### config.mk
export PLATFORM = sky130hd
export DESIGN_NAME = acpi_pm1_button_sleep_control
export DESIGN_NICKNAME = d
export VERILOG_FILES = /design/src/verilog/pm1_ctrl_pkg.sv /design/src/verilog/acpi_pm1_button_sleep_control.sv /design/src/verilog/button_override_timer.sv
export SDC_FILE = /design/constraint.sdc
export NUM_CORES = 1
export LEC_CHECK = 0
export BUFFER_PORTS_ARGS = -buffer_cell sky130_fd_sc_hd__buf_2
export CAP_MARGIN = 25
export CORE_MARGIN = 4
export CORE_UTILIZATION = 45
export CTS_BUF_LIST = sky130_fd_sc_hd__clkbuf_4
export CTS_CLUSTER_DIAMETER = 80
export DETAILED_ROUTE_END_ITERATION = 8
export GPL_ROUTABILITY_DRIVEN = 1
export HOLD_SLACK_MARGIN = 0.03
export PLACE_DENSITY = 0.61
export SLEW_MARGIN = 20
export SYNTH_ARGS = -nofsm -noshare
export SYNTH_HDL_FRONTEND = slang
export SYNTH_HIERARCHICAL = 1
export SYNTH_SLANG_ARGS = --single-unit
### constraint.sdc
create_clock -name clk -period 2.68 [get_ports clk]
set_clock_uncertainty 0.05 [all_clocks]
set_input_delay 0.268 -clock clk [delete_from_list [all_inputs] [get_ports clk]]
set_output_delay 0.268 -clock clk [all_outputs]
set_load 0.05 [all_outputs]
### src/verilog/pm1_ctrl_pkg.sv
/*
 * Shared constants and carrier types for the fixed-feature power
 * management enable and control registers.
 * Assumes a 125 MHz core clock and a 32 kHz tick made from it by a divider.
 */
package pm1_ctrl_pkg;

	// Offsets within the power management block in system I/O space
	localparam logic [4:0] OFS_ENABLE_ONE  = 5'h02;
	localparam logic [4:0] OFS_ENABLE_TWO  = 5'h03;
	localparam logic [4:0] OFS_CONTROL_ONE = 5'h04;
	localparam logic [4:0] OFS_CONTROL_TWO = 5'h05;

	// Field positions
	localparam int BIT_BUTTON_EVENT_EN = 0;
	localparam int BIT_SCI_GLOBAL_EN   = 0;
	localparam int BIT_OVERRIDE_EN     = 1;
	localparam int SLEEP_TYPE_LSB      = 2;
	localparam int SLEEP_TYPE_MSB      = 4;
	localparam int BIT_SLEEP_TRIGGER   = 5;

	// Reset values and the soft-off sleep type
	localparam logic [7:0] REG_RESET       = 8'h00;
	localparam logic [2:0] SLEEP_TYPE_OFF  = 3'h0;

	// Timing
	localparam int CLK_PERIOD_NS  = 8;
	localparam int TICK_PERIOD_NS = 31250;
	localparam int TICK_CYCLES    = TICK_PERIOD_NS / CLK_PERIOD_NS;
	localparam int TICK_RATE_HZ   = 32000;
	localparam int OVERRIDE_S     = 4;
	localparam int OVERRIDE_TICKS = OVERRIDE_S * TICK_RATE_HZ;
	localparam int SLEEP_DELAY_TICKS = 2;

	typedef struct packed {
		logic       wr;
		logic       rd;
		logic [4:0] addr;
		logic [7:0] wdata;
	} io_req_s;

	typedef struct packed {
		logic power_button_status;
		logic button_override_status;
		logic sleep_request_smi_flag;
	} status_flags_s;

endpackage
### src/verilog/acpi_pm1_button_sleep_control.sv
/*
 * Power management enable and control registers with power button
 * event gating, button override and soft-off sequencing.
 * Assumes a same-clock I/O port decoded to the block, status clears and
 * the sleep redirect select coming from logic on clk, and the button on a pin.
 */
// Function
// - Reserved bits of enable and control registers always read zero.
// - Button raises SCI only while the button event enable is set.
// - Every button press sets the button status flag, regardless of enable.
// - Global SCI enable gates every event onto the SCI output.
// - With override enabled, holding the button over four seconds turns power off.
// - Override clears button status and sets override status.
// - Sleep type field selects the state; zero means soft off.
// - Soft off releases the power pin one to two 32 kHz periods later.
// - Sleep trigger is write-only and reads as zero.
// - Redirect clear: trigger with sleep type zero starts soft off after one to two ticks; other types start nothing.
// - Redirect set: trigger starts no sleep and raises an SMI.
// - Every trigger write of one sets the sleep request SMI flag.
// - Writing zero to the trigger does nothing.
// - Button press while sleeping or off always makes a wake event.
`timescale 1ns/1ns
module acpi_pm1_button_sleep_control #(
	parameter int TICK_CYCLES    = pm1_ctrl_pkg::TICK_CYCLES,
	parameter int OVERRIDE_TICKS = pm1_ctrl_pkg::OVERRIDE_TICKS
) (
	input  wire logic                        clk,
	input  wire logic                        rst,
	input  wire pm1_ctrl_pkg::io_req_s       io_req,
	output logic [7:0]                       io_rdata_q,
	input  wire pm1_ctrl_pkg::status_flags_s status_clear,
	output pm1_ctrl_pkg::status_flags_s      status_q,
	input  wire logic                        sleep_redirect_select,
	input  wire logic                        system_sleeping,
	input  wire logic                        button_in,
	output logic                             sci_q,
	output logic                             smi_q,
	output logic                             wake_q,
	output logic                             power_on_request_n_q,
	output logic                             power_on_request_n_oe_q
);
	localparam int DW = $clog2(TICK_CYCLES);

	logic [DW-1:0]               div_q, div_d;
	logic                        tick_q, tick_d;
	logic                        btn_en_q, btn_en_d;
	logic                        sci_global_enable_q, sci_global_enable_d;
	logic                        or_en_q, or_en_d;
	logic [2:0]                  type_q, type_d;
	logic                        pending_q, pending_d;
	logic [1:0]                  pend_ticks_q, pend_ticks_d;
	logic                        active_q, active_d;
	pm1_ctrl_pkg::status_flags_s status_d;
	logic [7:0]                  rdata_d;
	logic                        sci_d, smi_d, wake_d;
	logic                        trigger_wr, sleeping_now;
	logic                        press_pulse, override_pulse;

	button_override_timer #(
		.OVERRIDE_TICKS (OVERRIDE_TICKS)
	) u_timer (
		.clk              (clk),
		.rst              (rst),
		.tick             (tick_q),
		.button_in        (button_in),
		.override_enable  (or_en_q),
		.press_pulse_q    (press_pulse),
		.override_pulse_q (override_pulse)
	);

	function automatic logic hit(input pm1_ctrl_pkg::io_req_s r, input logic [4:0] ofs);
		hit = (r.addr == ofs);
	endfunction

	assign sleeping_now = !active_q || system_sleeping;

	always_comb begin
		div_d        = div_q + DW'(1);
		tick_d       = 1'b0;
		btn_en_d     = btn_en_q;
		sci_global_enable_d     = sci_global_enable_q;
		or_en_d      = or_en_q;
		type_d       = type_q;
		pending_d    = pending_q;
		pend_ticks_d = pend_ticks_q;
		active_d     = active_q;
		status_d     = status_q;
		smi_d        = 1'b0;
		wake_d       = 1'b0;
		trigger_wr   = 1'b0;
		rdata_d      = io_rdata_q;

		if (div_q == DW'(TICK_CYCLES - 1)) begin
			div_d  = '0;
			tick_d = 1'b1;
		end

		// Only defined bits are stored, so reserved bits cannot read back nonzero
		if (io_req.wr) begin
			if (hit(io_req, pm1_ctrl_pkg::OFS_ENABLE_TWO)) begin
				btn_en_d = io_req.wdata[pm1_ctrl_pkg::BIT_BUTTON_EVENT_EN];
			end else if (hit(io_req, pm1_ctrl_pkg::OFS_CONTROL_ONE)) begin
				sci_global_enable_d = io_req.wdata[pm1_ctrl_pkg::BIT_SCI_GLOBAL_EN];
			end else if (hit(io_req, pm1_ctrl_pkg::OFS_CONTROL_TWO)) begin
				or_en_d    = io_req.wdata[pm1_ctrl_pkg::BIT_OVERRIDE_EN];
				type_d     = io_req.wdata[pm1_ctrl_pkg::SLEEP_TYPE_MSB:pm1_ctrl_pkg::SLEEP_TYPE_LSB];
				trigger_wr = io_req.wdata[pm1_ctrl_pkg::BIT_SLEEP_TRIGGER];
			end
		end

		// Counting two ticks from an arbitrary phase gives one to two tick periods
		if (pending_q && tick_q) begin
			if (pend_ticks_q == 2'(pm1_ctrl_pkg::SLEEP_DELAY_TICKS - 1)) begin
				pending_d = 1'b0;
				active_d  = 1'b0;
			end else begin
				pend_ticks_d = pend_ticks_q + 2'h1;
			end
		end

		// Clears first so a same-cycle hardware set wins
		if (status_clear.power_button_status) status_d.power_button_status = 1'b0;
		if (status_clear.button_override_status) status_d.button_override_status = 1'b0;
		if (status_clear.sleep_request_smi_flag) status_d.sleep_request_smi_flag = 1'b0;

		if (trigger_wr) begin
			status_d.sleep_request_smi_flag = 1'b1;
			if (sleep_redirect_select) begin
				smi_d = 1'b1;
			end else if (type_d == pm1_ctrl_pkg::SLEEP_TYPE_OFF) begin
				pending_d    = 1'b1;
				pend_ticks_d = 2'h0;
			end
			// Other sleep types fall through with no transition
		end

		if (press_pulse) begin
			status_d.power_button_status = 1'b1;
			if (sleeping_now) begin
				// The button always wakes, enable or not
				wake_d   = 1'b1;
				active_d = 1'b1;
			end
		end

		if (override_pulse) begin
			status_d.power_button_status    = 1'b0;
			status_d.button_override_status = 1'b1;
			active_d                        = 1'b0;
			pending_d                       = 1'b0;
		end

		// Working state only; global enable gates the event
		sci_d = sci_global_enable_q && btn_en_q && status_q.power_button_status && !sleeping_now;

		if (io_req.rd) begin
			rdata_d = 8'h00;
			if (hit(io_req, pm1_ctrl_pkg::OFS_ENABLE_TWO)) begin
				rdata_d[pm1_ctrl_pkg::BIT_BUTTON_EVENT_EN] = btn_en_q;
			end else if (hit(io_req, pm1_ctrl_pkg::OFS_CONTROL_ONE)) begin
				rdata_d[pm1_ctrl_pkg::BIT_SCI_GLOBAL_EN] = sci_global_enable_q;
			end else if (hit(io_req, pm1_ctrl_pkg::OFS_CONTROL_TWO)) begin
				// Trigger bit is left at zero
				rdata_d[pm1_ctrl_pkg::BIT_OVERRIDE_EN] = or_en_q;
				rdata_d[pm1_ctrl_pkg::SLEEP_TYPE_MSB:pm1_ctrl_pkg::SLEEP_TYPE_LSB] = type_q;
			end
		end
	end

	// Battery reset clears every field; power stays on until told otherwise
	always_ff @(posedge clk) begin
		if (rst) begin
			div_q                   <= '0;
			tick_q                  <= 1'b0;
			btn_en_q                <= pm1_ctrl_pkg::REG_RESET[0];
			sci_global_enable_q                <= pm1_ctrl_pkg::REG_RESET[0];
			or_en_q                 <= pm1_ctrl_pkg::REG_RESET[1];
			type_q                  <= pm1_ctrl_pkg::REG_RESET[4:2];
			pending_q               <= 1'b0;
			pend_ticks_q            <= 2'h0;
			active_q                <= 1'b1;
			status_q                <= '0;
			io_rdata_q              <= 8'h00;
			sci_q                   <= 1'b0;
			smi_q                   <= 1'b0;
			wake_q                  <= 1'b0;
			power_on_request_n_q    <= 1'b0;
			power_on_request_n_oe_q <= 1'b1;
		end else begin
			div_q                   <= div_d;
			tick_q                  <= tick_d;
			btn_en_q                <= btn_en_d;
			sci_global_enable_q                <= sci_global_enable_d;
			or_en_q                 <= or_en_d;
			type_q                  <= type_d;
			pending_q               <= pending_d;
			pend_ticks_q            <= pend_ticks_d;
			active_q                <= active_d;
			status_q                <= status_d;
			io_rdata_q              <= rdata_d;
			sci_q                   <= sci_d;
			smi_q                   <= smi_d;
			wake_q                  <= wake_d;
			power_on_request_n_q    <= 1'b0;
			// Floating the pin is what turns the supply off
			power_on_request_n_oe_q <= active_d;
		end
	end

	// Cycles since the soft-off request, for the delay check only
	logic [15:0] dly_cnt_q;
	always_ff @(posedge clk) begin
		// Only a soft-off request restarts the count; other trigger writes leave a pending delay alone
		if (rst || (trigger_wr && !sleep_redirect_select && type_d == pm1_ctrl_pkg::SLEEP_TYPE_OFF))
			dly_cnt_q <= 16'h0000;
		else if (dly_cnt_q != 16'hffff) dly_cnt_q <= dly_cnt_q + 16'h0001;
	end

	localparam int DLY_MIN = TICK_CYCLES;
	localparam int DLY_MAX = 2 * TICK_CYCLES + 2;

	chk_reserved_zero: assert property (@(posedge clk) disable iff (rst)
		io_req.rd && (io_req.addr == pm1_ctrl_pkg::OFS_ENABLE_ONE) |=> io_rdata_q == 8'h00)
		else $error("reserved enable register read nonzero");

	chk_sci_gated: assert property (@(posedge clk) disable iff (rst)
		sci_q |-> $past(sci_global_enable_q) && $past(btn_en_q) && $past(status_q.power_button_status))
		else $error("SCI raised without both enables");

	chk_sci_global: assert property (@(posedge clk) disable iff (rst)
		!sci_global_enable_q |=> !sci_q)
		else $error("SCI raised with global enable clear");

	chk_press_status: assert property (@(posedge clk) disable iff (rst)
		press_pulse && !override_pulse |=> status_q.power_button_status)
		else $error("button press did not set status");

	chk_override_effect: assert property (@(posedge clk) disable iff (rst)
		override_pulse |=> !status_q.power_button_status && status_q.button_override_status
			&& !power_on_request_n_oe_q)
		else $error("override did not swap flags and power off");

	chk_off_delay: assert property (@(posedge clk) disable iff (rst)
		$fell(power_on_request_n_oe_q) && $past(pending_q) && !$past(override_pulse)
			|-> dly_cnt_q >= 16'(DLY_MIN) && dly_cnt_q <= 16'(DLY_MAX))
		else $error("soft-off release outside one to two ticks");

	chk_trigger_reads_zero: assert property (@(posedge clk) disable iff (rst)
		io_req.rd |=> !io_rdata_q[pm1_ctrl_pkg::BIT_SLEEP_TRIGGER])
		else $error("sleep trigger read back as one");

	chk_redirect_smi: assert property (@(posedge clk) disable iff (rst)
		trigger_wr && sleep_redirect_select && !pending_q |=> smi_q && !pending_q)
		else $error("redirected trigger did not raise SMI only");

	chk_smi_flag: assert property (@(posedge clk) disable iff (rst)
		trigger_wr |=> status_q.sleep_request_smi_flag)
		else $error("trigger write did not set SMI flag");

	chk_other_type: assert property (@(posedge clk) disable iff (rst)
		trigger_wr && !sleep_redirect_select && type_d != pm1_ctrl_pkg::SLEEP_TYPE_OFF && !pending_q
			|=> !pending_q)
		else $error("nonzero sleep type started a transition");

	chk_zero_write: assert property (@(posedge clk) disable iff (rst)
		io_req.wr && io_req.addr == pm1_ctrl_pkg::OFS_CONTROL_TWO
			&& !io_req.wdata[pm1_ctrl_pkg::BIT_SLEEP_TRIGGER] |=> !smi_q)
		else $error("zero trigger write had an effect");

	chk_wake_event: assert property (@(posedge clk) disable iff (rst)
		press_pulse && sleeping_now |=> wake_q && power_on_request_n_oe_q)
		else $error("press while off did not wake");

	cov_soft_off: cover property (@(posedge clk) disable iff (rst)
		$fell(power_on_request_n_oe_q) && $past(pending_q));
	cov_override: cover property (@(posedge clk) disable iff (rst) override_pulse);
	cov_redirect: cover property (@(posedge clk) disable iff (rst) smi_q);
	cov_wake: cover property (@(posedge clk) disable iff (rst) wake_q);

endmodule // acpi_pm1_button_sleep_control

### src/verilog/button_override_timer.sv
/*
 * Power button sampler and hold timer in the 32 kHz tick domain.
 * Assumes button_in is an asynchronous active-high pin and tick is a
 * one-cycle enable on clk.
 */
`timescale 1ns/1ns
module button_override_timer #(
	parameter int OVERRIDE_TICKS = pm1_ctrl_pkg::OVERRIDE_TICKS
) (
	input  wire logic clk,
	input  wire logic rst,
	input  wire logic tick,
	input  wire logic button_in,
	input  wire logic override_enable,
	output logic      press_pulse_q,
	output logic      override_pulse_q
);
	localparam int CW = $clog2(OVERRIDE_TICKS + 1);

	logic          sync1_q, sync1_d, sync2_q, sync2_d;
	logic          held_q, held_d;
	logic          fired_q, fired_d;
	logic [CW-1:0] cnt_q, cnt_d;
	logic          press_d, override_d;

	always_comb begin
		sync1_d    = button_in;
		sync2_d    = sync1_q;
		held_d     = held_q;
		fired_d    = fired_q;
		cnt_d      = cnt_q;
		press_d    = 1'b0;
		override_d = 1'b0;
		// Hold is measured only in whole ticks, so the press is sampled on the tick too
		if (tick) begin
			held_d = sync2_q;
			if (!sync2_q) begin
				cnt_d   = '0;
				fired_d = 1'b0;
			end else if (!held_q) begin
				press_d = 1'b1;
				cnt_d   = '0;
			end else if (cnt_q != CW'(OVERRIDE_TICKS)) begin
				cnt_d = cnt_q + CW'(1);
			end else if (!fired_q && override_enable) begin
				// One override per press; the counter saturates while held
				override_d = 1'b1;
				fired_d    = 1'b1;
			end
		end
	end

	always_ff @(posedge clk) begin
		if (rst) begin
			sync1_q          <= 1'b0;
			sync2_q          <= 1'b0;
			held_q           <= 1'b0;
			fired_q          <= 1'b0;
			cnt_q            <= '0;
			press_pulse_q    <= 1'b0;
			override_pulse_q <= 1'b0;
		end else begin
			sync1_q          <= sync1_d;
			sync2_q          <= sync2_d;
			held_q           <= held_d;
			fired_q          <= fired_d;
			cnt_q            <= cnt_d;
			press_pulse_q    <= press_d;
			override_pulse_q <= override_d;
		end
	end

	chk_override_enabled: assert property (@(posedge clk) disable iff (rst)
		override_pulse_q |-> $past(override_enable) && $past(cnt_q) == CW'(OVERRIDE_TICKS))
		else $error("override fired without enable or before full hold");

	chk_press_single: assert property (@(posedge clk) disable iff (rst)
		press_pulse_q |=> !press_pulse_q)
		else $error("press pulse longer than one cycle");

endmodule // button_override_timer

Yosys cells after proc, flatten, opt, wreduce, memory -nomap -nowiden
Index checks and enable logic that the tools add are counted.
{ "classes": {"n_reduce_logical": 24, "n_eq_ne": 10, "muxes": 46, "add_sub_neg": 3, "bitwise": 7} }
{ "ops": {"columns": ["operator", "n"], "rows": [
  ["$mux W17", 3],
  ["$mux W1", 31],
  ["$add A17 B1 Y17 const B", 1],
  ["$ne A17 B17 Y1 const B", 1],
  ["$add A12 B1 Y12 const B", 1],
  ["$eq A12 B12 Y1 const B", 1],
  ["$mux W3", 4],
  ["$mux W4", 3],
  ["$eq A5 B3 Y1 const B", 2],
  ["$mux W2", 5],
  ["$reduce_and A4 Y1", 2],
  ["$reduce_or A2 Y1", 4],
  ["$not A1 Y1", 7],
  ["$ne A2 B2 Y1 const B", 3],
  ["$reduce_bool A2 Y1", 3],
  ["$eq A5 B2 Y1 const B", 1],
  ["$logic_and A1 B1 Y1", 5],
  ["$reduce_or A5 Y1", 1],
  ["$reduce_and A2 Y1", 2],
  ["$logic_not A1 Y1", 3],
  ["$logic_not A3 Y1", 1],
  ["$ne A3 B3 Y1 const B", 1],
  ["$reduce_and A3 Y1", 1],
  ["$reduce_or A3 Y1", 1],
  ["3 further kinds", 3]
]} }
{ "word_totals": {"word_cells": 113, "output_inout_bits": 16, "register_bits": 57} }

Depth between registers and ports, before layout
Gate-level depths: netlist of run 1.
{ "logic_depth": {"ltp_word": 9, "depth_mapped": 6} }

By module
The synthesis of run 1 kept the hierarchy.
{ "modules_own_cells": {"columns": ["mod", "cells_per_inst", "n_inst", "area_per_inst_um2"], "rows": [
  ["acpi_pm1_button_sleep_control", 160, 1, 1405.1],
  ["button_override_timer", 148, 1, 1227.4]
]} }

Least setup slack after synthesis of run 1
Ideal clock, no wire load.
{ "synth_timing": {"kind": "reg2reg", "from": "reg u_timer.cnt_q[0]", "to": "reg u_timer.cnt_q[16]", "path_slack_ns": 1.042, "required_ns": 2.556, "path_stages_with_launch": 7, "arrival_ns": 1.514, "n_path_buf": 1, "cell_sequence": "dfxtp_1 -> ha_1 -> and3_1 -> buf_4 -> nand4_4 -> or4_1 -> a31oi_1"} }
{ "synth_between": {"elab_chain_cells": 4} }
{ "synth_rtl": {"columns": ["element", "line", "source"], "rows": [
  ["from (decl)", "button_override_timer.sv:23", "logic [CW-1:0] cnt_q, cnt_d;"],
  ["from (signal assigned)", "button_override_timer.sv:67", "cnt_q <= cnt_d;"],
  ["$add A17 B1 Y17", "button_override_timer.sv:44", "cnt_d = cnt_q + CW'(1);"],
  ["$mux W17", "button_override_timer.sv:43", "end else if (cnt_q != CW'(OVERRIDE_TICKS)) begin"],
  ["$mux W17", "button_override_timer.sv:40", "end else if (!held_q) begin"],
  ["$mux W17", "button_override_timer.sv:37", "if (!sync2_q) begin"]
]} }
Several ways; a longest one is shown, not always the timed one. The select of a mux whose other input is x is not followed.
A chain may end at the register's enable or synchronous reset.

Final worst setup path of run 1
Ends and elaborated chain as after synthesis.

==> reports/metrics.yaml, run 1 <==
worst_pin_slew_ps: 757
cts.sinks: 57
drt-initial-drc-count: 72
ioPinCount: 39
drive_gt1_share_pct: 16.4
final_cell_count_no_fill: 413
firstDrtPassIters: 6
finish.utilization_pct: 53.2
cts_buffer_depth: 2
async_flop_share_pct: 0
nets: 363
power.leakage_nw: 1.15
first_global_vias: 2043
synth_cells: 308
grt_max_degree: 37
antenna_cells: 0
grt_pass1_wl_um: 9330
cap_violations: 0
synth_flop_cell: "dfxtp_1"
worstSetupStartpointType: "register"
netlist_area_um2: 2630
cts_tree: "built"
setup_viol: 0
gp_congestion: 0.790
synth_edf_count: 0
ys_seq_area_share_pct: 43.3
p_total_mw: 1.66
placed_area_um2: 2790
p_per_area_nw_per_um2: 560
min_period_ps: 1900
cts_root_buffer: "clkbuf_4"
place_ws_ps: 794
wl_per_cell_um: 13.3
die_width_um: 84.5
vias: 2226
crit_slowest_cell: "or4_1"
crit_chain: "ha_1 -> and3_1 -> nand4_4 -> or4_1 -> a31oi_1"
vias_per_cell: 5.39
port_buffers: 32
status: "finished, final reports clean"
crit_buf_inv: 0
grt_use_total_pct: 15.9
start_util_pct: 47.2
finalCritPeriodShare_pct: 70.7
grt_remaining_overflow: 0
dp.cells: 396
worstSetupPathDepth: 5
cp_data_arrival_time_ps: 2180
endpoint_kind: "register"
slew_violations: 0
die_y_um: 84.5
cp.required_ps: 2960
path_max_fanout: 10
worst_skew_pair.late_latency_ps: 390
holdWs_ps: 73.8
crit_type: "reg2reg"
wirelength_um: 5500
dp_hpwl_um: 3740
slew-limit-headroom_pct: 49.2
ys_seq_elements: 57
final_cell_area_um2: 2970
worstRegToRegCells: 5
fin_ws_ps: 785
clkSlewWorstSetupHoldPaths_ps: 110
slowest_delay_ps: 480
antenna_left: 0
ys_types: 48
rows: 27
avgSynthCellArea_um2: 8.55
ir_drop_v: 0.000358
floorplan.die_area_um2: 7140
antenna_found_initial: 0
cts_buffers: 9
hold_violations: 0
post_cts_resized: 0
ys_warn_count: 6
worst_path_dominant_cell_family: "simple AND/OR/NAND/NOR gates"
drc_errors: 0
hold_path_depth: 3
area_delta_synth_final_pct: 12.7
final.setup.tns_ps: 0
core_area_um2: 5570
rsz0062_at_grt: "false"
hold_path.class: "in2reg"
htree_levels: 3
max_freq_mhz: 528
[metal layers]
metal	global-route usage (%)	routed length (um)	up-vias
met5	0	0	-
met4	4.32	57	0
met3	5.50	260	4
met2	25.7	2540	44
met1	20.2	2640	1015
li1	-	-	1163
[power breakdown]
part	internal [mW]	switching [mW]	total (mW)
Clock	0.386	0.349	0.735
Sequential	0.853	0.00663	0.859
Combinational	0.0225	0.0450	0.0675
[layout by cell type, fill, tap and decap left out, types with 8 or more instances in the layout]
cell,n
dfxtp_1,57
buf_2,32
nor2_1,28
a21oi_1,23
nand2_1,23
nand3_1,16
nand4_1,11
o21ai_0,11
inv_1,10
nor3_1,10
a31oi_1,9
clkbuf_4,9
nor2b_1,8
and3_1,8
[worst register-to-register path, stage by stage, from the launching register on]
cell	delay, ps
dfxtp_1	400
ha_1	190
and3_1	420
nand4_4	140
or4_1	480
a31oi_1	160
[registers in the layout, summed over array words and instances (netlist names), 2 cells and up]
| register | flops |
|---|---|
| io_rdata_q | 5 |
| status_q | 3 |
| pend_ticks_q | 2 |
| u_timer/cnt_q | 17 |
| div_q | 12 |
| type_q | 3 |
[cell usage after synthesis, drive strengths merged, types with 7 or more instances]
cell     n  area share, %
dfxtp   57             43
nor2    28            4.0
a21oi   23            4.4
nand2   23            3.3
nand3   16            3.0
buf     12            3.4
nand4   12            3.4
o21ai   11            2.1
and3    10            2.5
inv     10            1.4
nor3    10            1.9
a31oi    9            2.1
clkbuf   9            1.3
nor2b    8            1.9
xnor2    7            2.3
[cell families after synthesis]
group / count (synthesis) / synth area share, %
and+or+nand+nor: 142 / 29.8
AOI/OAI and AO/OA: 58 / 13.5
DFF: 57 / 43.3
buffers and inverters: 31 / 6.08
xor gates and xnor gates: 10 / 3.33
muxes: 5 / 1.90
adders and majority gates: 4 / 1.90
other: 1 / 0.142
[layout make-up]
class                           instances  area, um2
Fill cell                             569       2610
Multi-Input combinational cell        223       1340
Sequential cell                        57       1140
Timing Repair Buffer                   35        185
Clock inverter                          7        103
Tap cell                               72       90.1
Clock buffer                            9       67.6
Inverter                               10       37.5
[repair_timing]
action | 4_1_cts | 5_1_grt
hold buffers | 1 | 0
setup buffers | 0 | 0
hold endpoints to repair | 1 | 0
[path summary, 6_finish.rpt]
| path | start | to | slack [ps] |
|---|---|---|---|
| min | io_req[1] | or_en_q$_SDFFE_PP0P_ | 70 |
| min reg2reg | u_timer/fired_q$_SDFFE_PP0P_ | u_timer/override_pulse_q$_SDFF_PP0_ | 380 |
| max reg2reg | u_timer/cnt_q[0]$_SDFFE_PP0P_ | u_timer/cnt_q[16]$_SDFFE_PP0P_ | 780 |
| max | u_timer/cnt_q[0]$_SDFFE_PP0P_ | u_timer/cnt_q[16]$_SDFFE_PP0P_ | 780 |
No activity file was read; power rests on OpenSTA's default activity.
==> run 2, diff against run 1 <==
- ABC_AREA: not set -> 1
- clock period: 2.68 -> 1.9 ns (I/O delays scaled with it)
==> run 2 against run 1 <==
Against the previous run:
- setup slack got worse by 500 ps
- critical path depth is 4 higher
- sequential power rose by 42%
- count of clock-buffer cells in the layout is 1 higher
- core utilization is 1.6 points higher
- die area rose by 10%
- non-clock buffer count up 18
- maximum frequency grew 18%
- synthesized area rose by 12%
- cell area up 17%
- largest cell class unchanged
- largest power group unchanged
==> reports/metrics.yaml, run 2 <==
cts_buffer_depth: 2  # unchanged
final_cell_mix: "nand2_1, nor2_1, inv_1, dfxtp_1, nand3_1"
post_cts_resized: 0  # unchanged
first_global_vias: 2601  # +27%
slowest_delay_ps: 410  # -70 ps
ys_top_cells_by_area: "dfxtp_1, nand2_1, nor2_1, inv_1, nand3_1"
async_flop_share_pct: 0  # unchanged
slew_violations: 0  # unchanged
crit_type: "reg2reg"
cts_buffers: 9  # unchanged
drt-initial-drc-count: 141  # +96%
worst_skew_pair.late_latency_ps: 390  # about the same
vias: 2843  # +28%
final_cell_area_um2: 3480  # +17%
regArea_um2: 1140  # unchanged
grt_pass1_wl_um: 11400  # +22%
area_delta_synth_final_pct: 18.6
crit_path_start: "u_timer/cnt_q[0]$_SDFFE_PP0P_"
firstDrtPassIters: 5  # -1
cap_violations: 0  # unchanged
wirelength_um: 6470  # +18%
final_cell_count_no_fill: 582  # +41%
die_y_um: 88.8  # +5.1%
ioPinCount: 39  # unchanged
largest_reg_flops: 17  # unchanged
start_util_pct: 46.2  # -0.98 points
yosys-top-cells-count: "nand2_1, nor2_1, inv_1, dfxtp_1, nand3_1"
dp_hpwl_um: 4810  # +29%
cts_tree: "built"
antenna_left: 0  # unchanged
p_total_mw: 2.50  # +50%
wl_per_cell_um: 11.1  # -17%
vias_per_cell: 4.88  # -9.4%
holdWs_ps: 64.0  # -9.82 ps
floorplan.die_area_um2: 7880  # +10%
die_width_um: 88.8  # +5.1%
nets: 528  # +45%
wl_met3_um: 273  # +5.0%
ir_drop_v: 0.000403  # +13%
ys_warn_count: 6  # unchanged
cts_root_buffer: "clkbuf_4"
ys_types: 35  # -27%
antenna_cells: 0  # unchanged
crit_chain: "ha_1 -> nand2_1 -> nor2_1 -> nand2_1 -> o21ai_0 -> nand3_1 -> nand2_1 -> inv_1 -> nor2_1"
highest_layer: "met4"
antenna_found_initial: 0  # unchanged
synth_edf_count: 0  # unchanged
cp_data_arrival_time_ps: 1880  # -300 ps
grt_max_degree: 17  # -54%
drive_gt1_share_pct: 15.4  # -0.98 points
avgSynthCellArea_um2: 6.55  # -23%
synth_flop_cell: "dfxtp_1"
post_cts_buffers: 0  # unchanged
fin_ws_ps: 289  # -496 ps
crit_slowest_cell: "dfxtp_1"
dp.cells: 553  # +40%
finish.utilization_pct: 54.8  # +1.6 points
min_period_ps: 1610  # -284 ps
setup_viol: 0  # unchanged
gp_congestion: 0.884  # +12%
finalCritPeriodShare_pct: 84.8  # +14 points
worstReg2RegStart: "u_timer/cnt_q[0]$_SDFFE_PP0P_"
reg_top3: "u_timer/cnt_q x17, div_q x12, io_rdata_q x5"
hold_path.class: "in2reg"
grt_use_total_pct: 18.3  # +2.4 points
port_buffers: 32  # unchanged
met2_length_um: 2950  # +16%
grt_remaining_overflow: 0  # unchanged
yosysTopAreaCell: "dfxtp_1"
worst_path_dominant_cell_family: "simple AND/OR/NAND/NOR gates"
power.leakage_nw: 1.54  # +34%
yosysMostFrequentCell: "nand2_1"
layout_commonest_cell: "nand2_1"
cts.sinks: 57  # unchanged
drt-met1-wl_um: 3150  # +19%
nFillCells: 645  # +13%
final.setup.tns_ps: 0  # unchanged
netlist_area_um2: 2940  # +12%
rsz0062_at_grt: "false"
regMostFlops: "u_timer/cnt_q"
rows: 29  # +7.4%
worstSetupStartpointType: "register"
drc_errors: 0  # unchanged
p_per_area_nw_per_um2: 718  # +28%
crit_buf_inv: 1  # +1
ys_seq_elements: 57  # unchanged
worstHoldStart: "io_req[3]"
crit_top_cell: "nand2_1"
htree_levels: 3  # unchanged
core_area_um2: 6350  # +14%
path_max_fanout: 5  # -5
hold_violations: 0  # unchanged
multi_input_area_um2: 1450  # +7.9%
synth_cells: 448  # +45%
endpoint_kind: "register"
clkSlewWorstSetupHoldPaths_ps: 100  # about the same
cp.required_ps: 2170  # -790 ps
status: "finished, final reports clean"
ys_seq_area_share_pct: 38.9  # -4.5 points
synth_top_area_share_pct: 38.9  # -4.5 points
max_freq_mhz: 621  # +18%
placed_area_um2: 3160  # +13%
place_ws_ps: 314  # -480 ps
[run 2: layout make-up]
class / count / share of cell area (%)
inverter: 70 / 7.55
multi-input combinational: 310 / 41.6
clock inverter: 5 / 3.02
timing repair buffer: 53 / 10.1
sequential: 57 / 32.8
tap: 77 / 2.77
clock buffer: 10 / 2.16
[run 2: worst reg2reg max path, stage by stage, from the launching register on]
cell and delay (ps):
dfxtp_1 410, ha_1 220, nand2_1 120, nor2_1 210, nand2_1 130, o21ai_0 170, nand3_1 90, nand2_1 60
inv_1 30, nor2_1 60
[run 2: metal layers]
layer	global-route usage, %	vias to the layer above
li1	-	1510
met1	23.6	1279
met2	29.9	47
met3	3.63	7
met4	7.14	0
met5	0	-
[run 2: worst paths after layout]
path                                     to  cells past startpoint  slack, ps
max          u_timer/cnt_q[16]$_SDFFE_PP0P_                      9        290
max reg2reg  u_timer/cnt_q[16]$_SDFFE_PP0P_                      9        290
min reg2reg      u_timer/sync2_q$_SDFF_PP0_                      2        360
min                    type_q[1]$_SDFF_PP0_                      3         60
[run 2: timing repair]
action | CTS | global route
endpoints found under the setup margin | 0 | 0
hold endpoints to repair | 12 | 0
hold buffers | 14 | 0
[run 2: where the power goes]
| group | internal [mW] | switching (mW) |
|---|---|---|
| clock | 0.674 | 0.454 |
| combinational | 0.0546 | 0.101 |
| sequential | 1.21 | 0.00866 |
[run 2: cells by family (layout without fill, tap and decap cells)]
logic type | count (synthesis) | after routing | share of synthesized area (%)
other | 1 | 4 | 0.128
and+or+nand+nor | 246 | 246 | 37.1
xor gates and xnor gates | 1 | 1 | 0.298
AOI/OAI and AO/OA | 55 | 55 | 9.76
DFF | 57 | 57 | 38.9
buffers and inverters | 84 | 138 | 12.2
adders and majority gates | 4 | 4 | 1.70
==> run 3, diff against run 2 <==
- clock period: 1.9 -> 1.6 ns (I/O delays scaled with it)
==> run 3 against run 2 <==
Against the previous run:
- critical path depth is 2 higher
- power rose by 11%
- flip-flop and latch count did not move
- global-route usage up 0.14 points
- maximum frequency grew 3.3%
- largest cell class unchanged
==> reports/metrics.yaml, run 3 (synthesis gave the netlist of run 2 again) <==
status: "finished, final reports clean"
cap_violations: 0  # unchanged
rrSetupSlack_ps: 40  # -250 ps
drc_errors: 0  # unchanged
reg_top3: "u_timer/cnt_q x17, div_q x12, io_rdata_q x5"
gp_congestion: 0.889  # +0.57%
use_met3_pct: 5.31  # +1.7 points
clkSlewWorstSetupHoldPaths_ps: 100  # about the same
core_area_um2: 6350  # unchanged
cts_root_buffer: "clkbuf_4"
hold_path_depth: 3  # unchanged
cts_buffers: 9  # unchanged
slowest_delay_ps: 370  # -40 ps
slew_violations: 0  # unchanged
layout_commonest_cell: "nand2_1"
p_per_area_nw_per_um2: 754  # +5.1%
port_buffers: 32  # unchanged
rsz0062_at_grt: "true"
final_cell_area_um2: 3690  # +6.0%
worstHoldStart: "io_req[8]"
die_width_um: 88.8  # unchanged
grt_use_met1_pct: 23.5  # -0.076 points
worstReg2RegStart: "u_timer/cnt_q[0]$_SDFFE_PP0P_"
crit_type: "reg2reg"
antenna_cells: 0  # unchanged
path_max_fanout: 6  # +1
cts.sinks: 57  # unchanged
vias: 2926  # +2.9%
regMostFlops: "u_timer/cnt_q"
antenna_found_initial: 0  # unchanged
crit_chain: "inv_2 -> ha_1 -> nand2_1 -> inv_1 -> nand2_2 -> nor2_4 -> nand3_4 -> clkbuf_16 -> nand3_1 -> nand2_1 -> a21oi_1"
worstRegToRegCells: 11  # +2
cp.required_ps: 1870  # -300 ps
worst_skew_pair.late_latency_ps: 400  # about the same
nets: 545  # +3.2%
nFillCells: 633  # -1.9%
crit_top_cell: "nand2_1"
holdPathEnd: "type_q[0]$_SDFF_PP0_"
ir_drop_v: 0.000501  # +24%
die_y_um: 88.8  # unchanged
hold_violations: 0  # unchanged
fin_ws_ps: 40.3  # -248 ps
ioPinCount: 39  # unchanged
grt_use_total_pct: 18.4  # +0.14 points
gr-usage-met2_pct: 28.7  # -1.2 points
cts_tree: "built"
worst_path_dominant_cell_family: "simple AND/OR/NAND/NOR gates"
finalCritPeriodShare_pct: 97.5  # +13 points
largest_reg_flops: 17  # unchanged
cts_buffer_depth: 2  # unchanged
setup_viol: 0  # unchanged
grt_max_degree: 17  # unchanged
min_period_ps: 1560  # -51.7 ps
floorplan.die_area_um2: 7880  # unchanged
final_cell_mix: "nand2_1, inv_1, nor2_1, dfxtp_1, nand3_1"
antenna_left: 0  # unchanged
grt.busiest_layer: "met2"
htree_levels: 3  # unchanged
power.leakage_nw: 1.62  # +5.2%
vias_per_cell: 4.89  # +0.17%
cp_data_arrival_time_ps: 1830  # -50 ps
first_global_vias: 2625  # +0.92%
wirelength_um: 6980  # +7.9%
hold_path.class: "in2reg"
crit_slowest_cell: "dfxtp_4"
worstSetupStartpointType: "register"
wl_per_cell_um: 11.7  # +5.0%
area_delta_synth_final_pct: 25.7
place_ws_ps: 35.2  # -279 ps
rr_endpoint: "u_timer/cnt_q[4]$_SDFFE_PP0P_"
dp_hpwl_um: 4780  # -0.60%
placed_area_um2: 3200  # +1.2%
drive_gt1_share_pct: 20.0  # +4.5 points
start_util_pct: 46.2  # unchanged
drt-initial-drc-count: 194  # +38%
grt_remaining_overflow: 0  # unchanged
firstDrtPassIters: 4  # -1
endpoint_kind: "register"
grt_pass1_wl_um: 11300  # -0.73%
rows: 29  # unchanged
max_freq_mhz: 641  # +3.3%
crit_buf_inv: 3  # +2
[run 3: cell types whose count changed in the layout (fill, tap and decap cells not counted), sizes merged]
cell | before | now
bufinv | 3 | 2
dlygate4sd3 | 14 | 20
nand2 | 108 | 109
buf | 39 | 48
clkinv | 0 | 2
clkbuf | 10 | 11
clkinvlp | 2 | 0
[run 3: per-stage QoR]
stage               hold WS, ps  utilization, %  TNS (ps)  total power [mW]  std cells
floorplan                   172               -         0              1.59        451
global placement            328            50.4         0              1.64        558
detailed placement          333            50.4         0              1.64        558
CTS                        53.0            55.8         0              2.82        592
global route               71.2            58.1      -363              2.89        598
finish                     70.3            58.1         0              2.78        598
[run 3: report_power, final]
group | switching [mW] | total (mW) | internal [mW]
registers | 0.0104 | 1.44 | 1.43
logic | 0.121 | 0.196 | 0.0750
clock network | 0.515 | 1.15 | 0.630
total | 0.647 | 2.78 | 2.14
[run 3: worst max path at each step]
stage	start	to	slack, ps	cells past startpoint
after floorplan	u_timer/cnt_q[0]$_SDFFE_PP0P_	u_timer/cnt_q[10]$_SDFFE_PP0P_	150	11
after global placement	u_timer/cnt_q[0]$_SDFFE_PP0P_	u_timer/cnt_q[1]$_SDFFE_PP0P_	60	11
after detailed placement	u_timer/cnt_q[0]$_SDFFE_PP0P_	u_timer/cnt_q[0]$_SDFFE_PP0P_	40	11
after CTS	u_timer/cnt_q[0]$_SDFFE_PP0P_	u_timer/cnt_q[0]$_SDFFE_PP0P_	20	11
after global routing	u_timer/cnt_q[0]$_SDFFE_PP0P_	u_timer/cnt_q[4]$_SDFFE_PP0P_	-50	11
final	u_timer/cnt_q[0]$_SDFFE_PP0P_	u_timer/cnt_q[4]$_SDFFE_PP0P_	40	11
[run 3: area by class of cell]
class	count	area, um2	share of cell area, %
clock inverters	4	70.1	1.90
repair buffers	69	513	13.9
inverters	70	268	7.25
clock buffers	10	75.1	2.03
multi-input cells	311	1520	41.2
well taps	77	96.3	2.61
flip-flops and latches	57	1150	31.1
[run 3: worst min-delay path, stage by stage]
cell	delay, ps
buf_2	140
nand4_1	120
a21oi_1	60
[run 3: repair_timing]
action | in CTS | in global routing
hold endpoints to repair | 19 | 0
resized for setup | 0 | 24
endpoints found under the setup margin | 0 | 19
hold buffers | 20 | 0
setup buffers | 0 | 4
[run 3: routing by layer]
metal / routed length, um / vias up / part of all wire (%)
met4: 129 / 0 / 1.8
met3: 410 / 13 / 5.9
met5: 0 / - / 0
li1: - / 1551 / -
met1: 3310 / 1286 / 47
met2: 3120 / 76 / 45
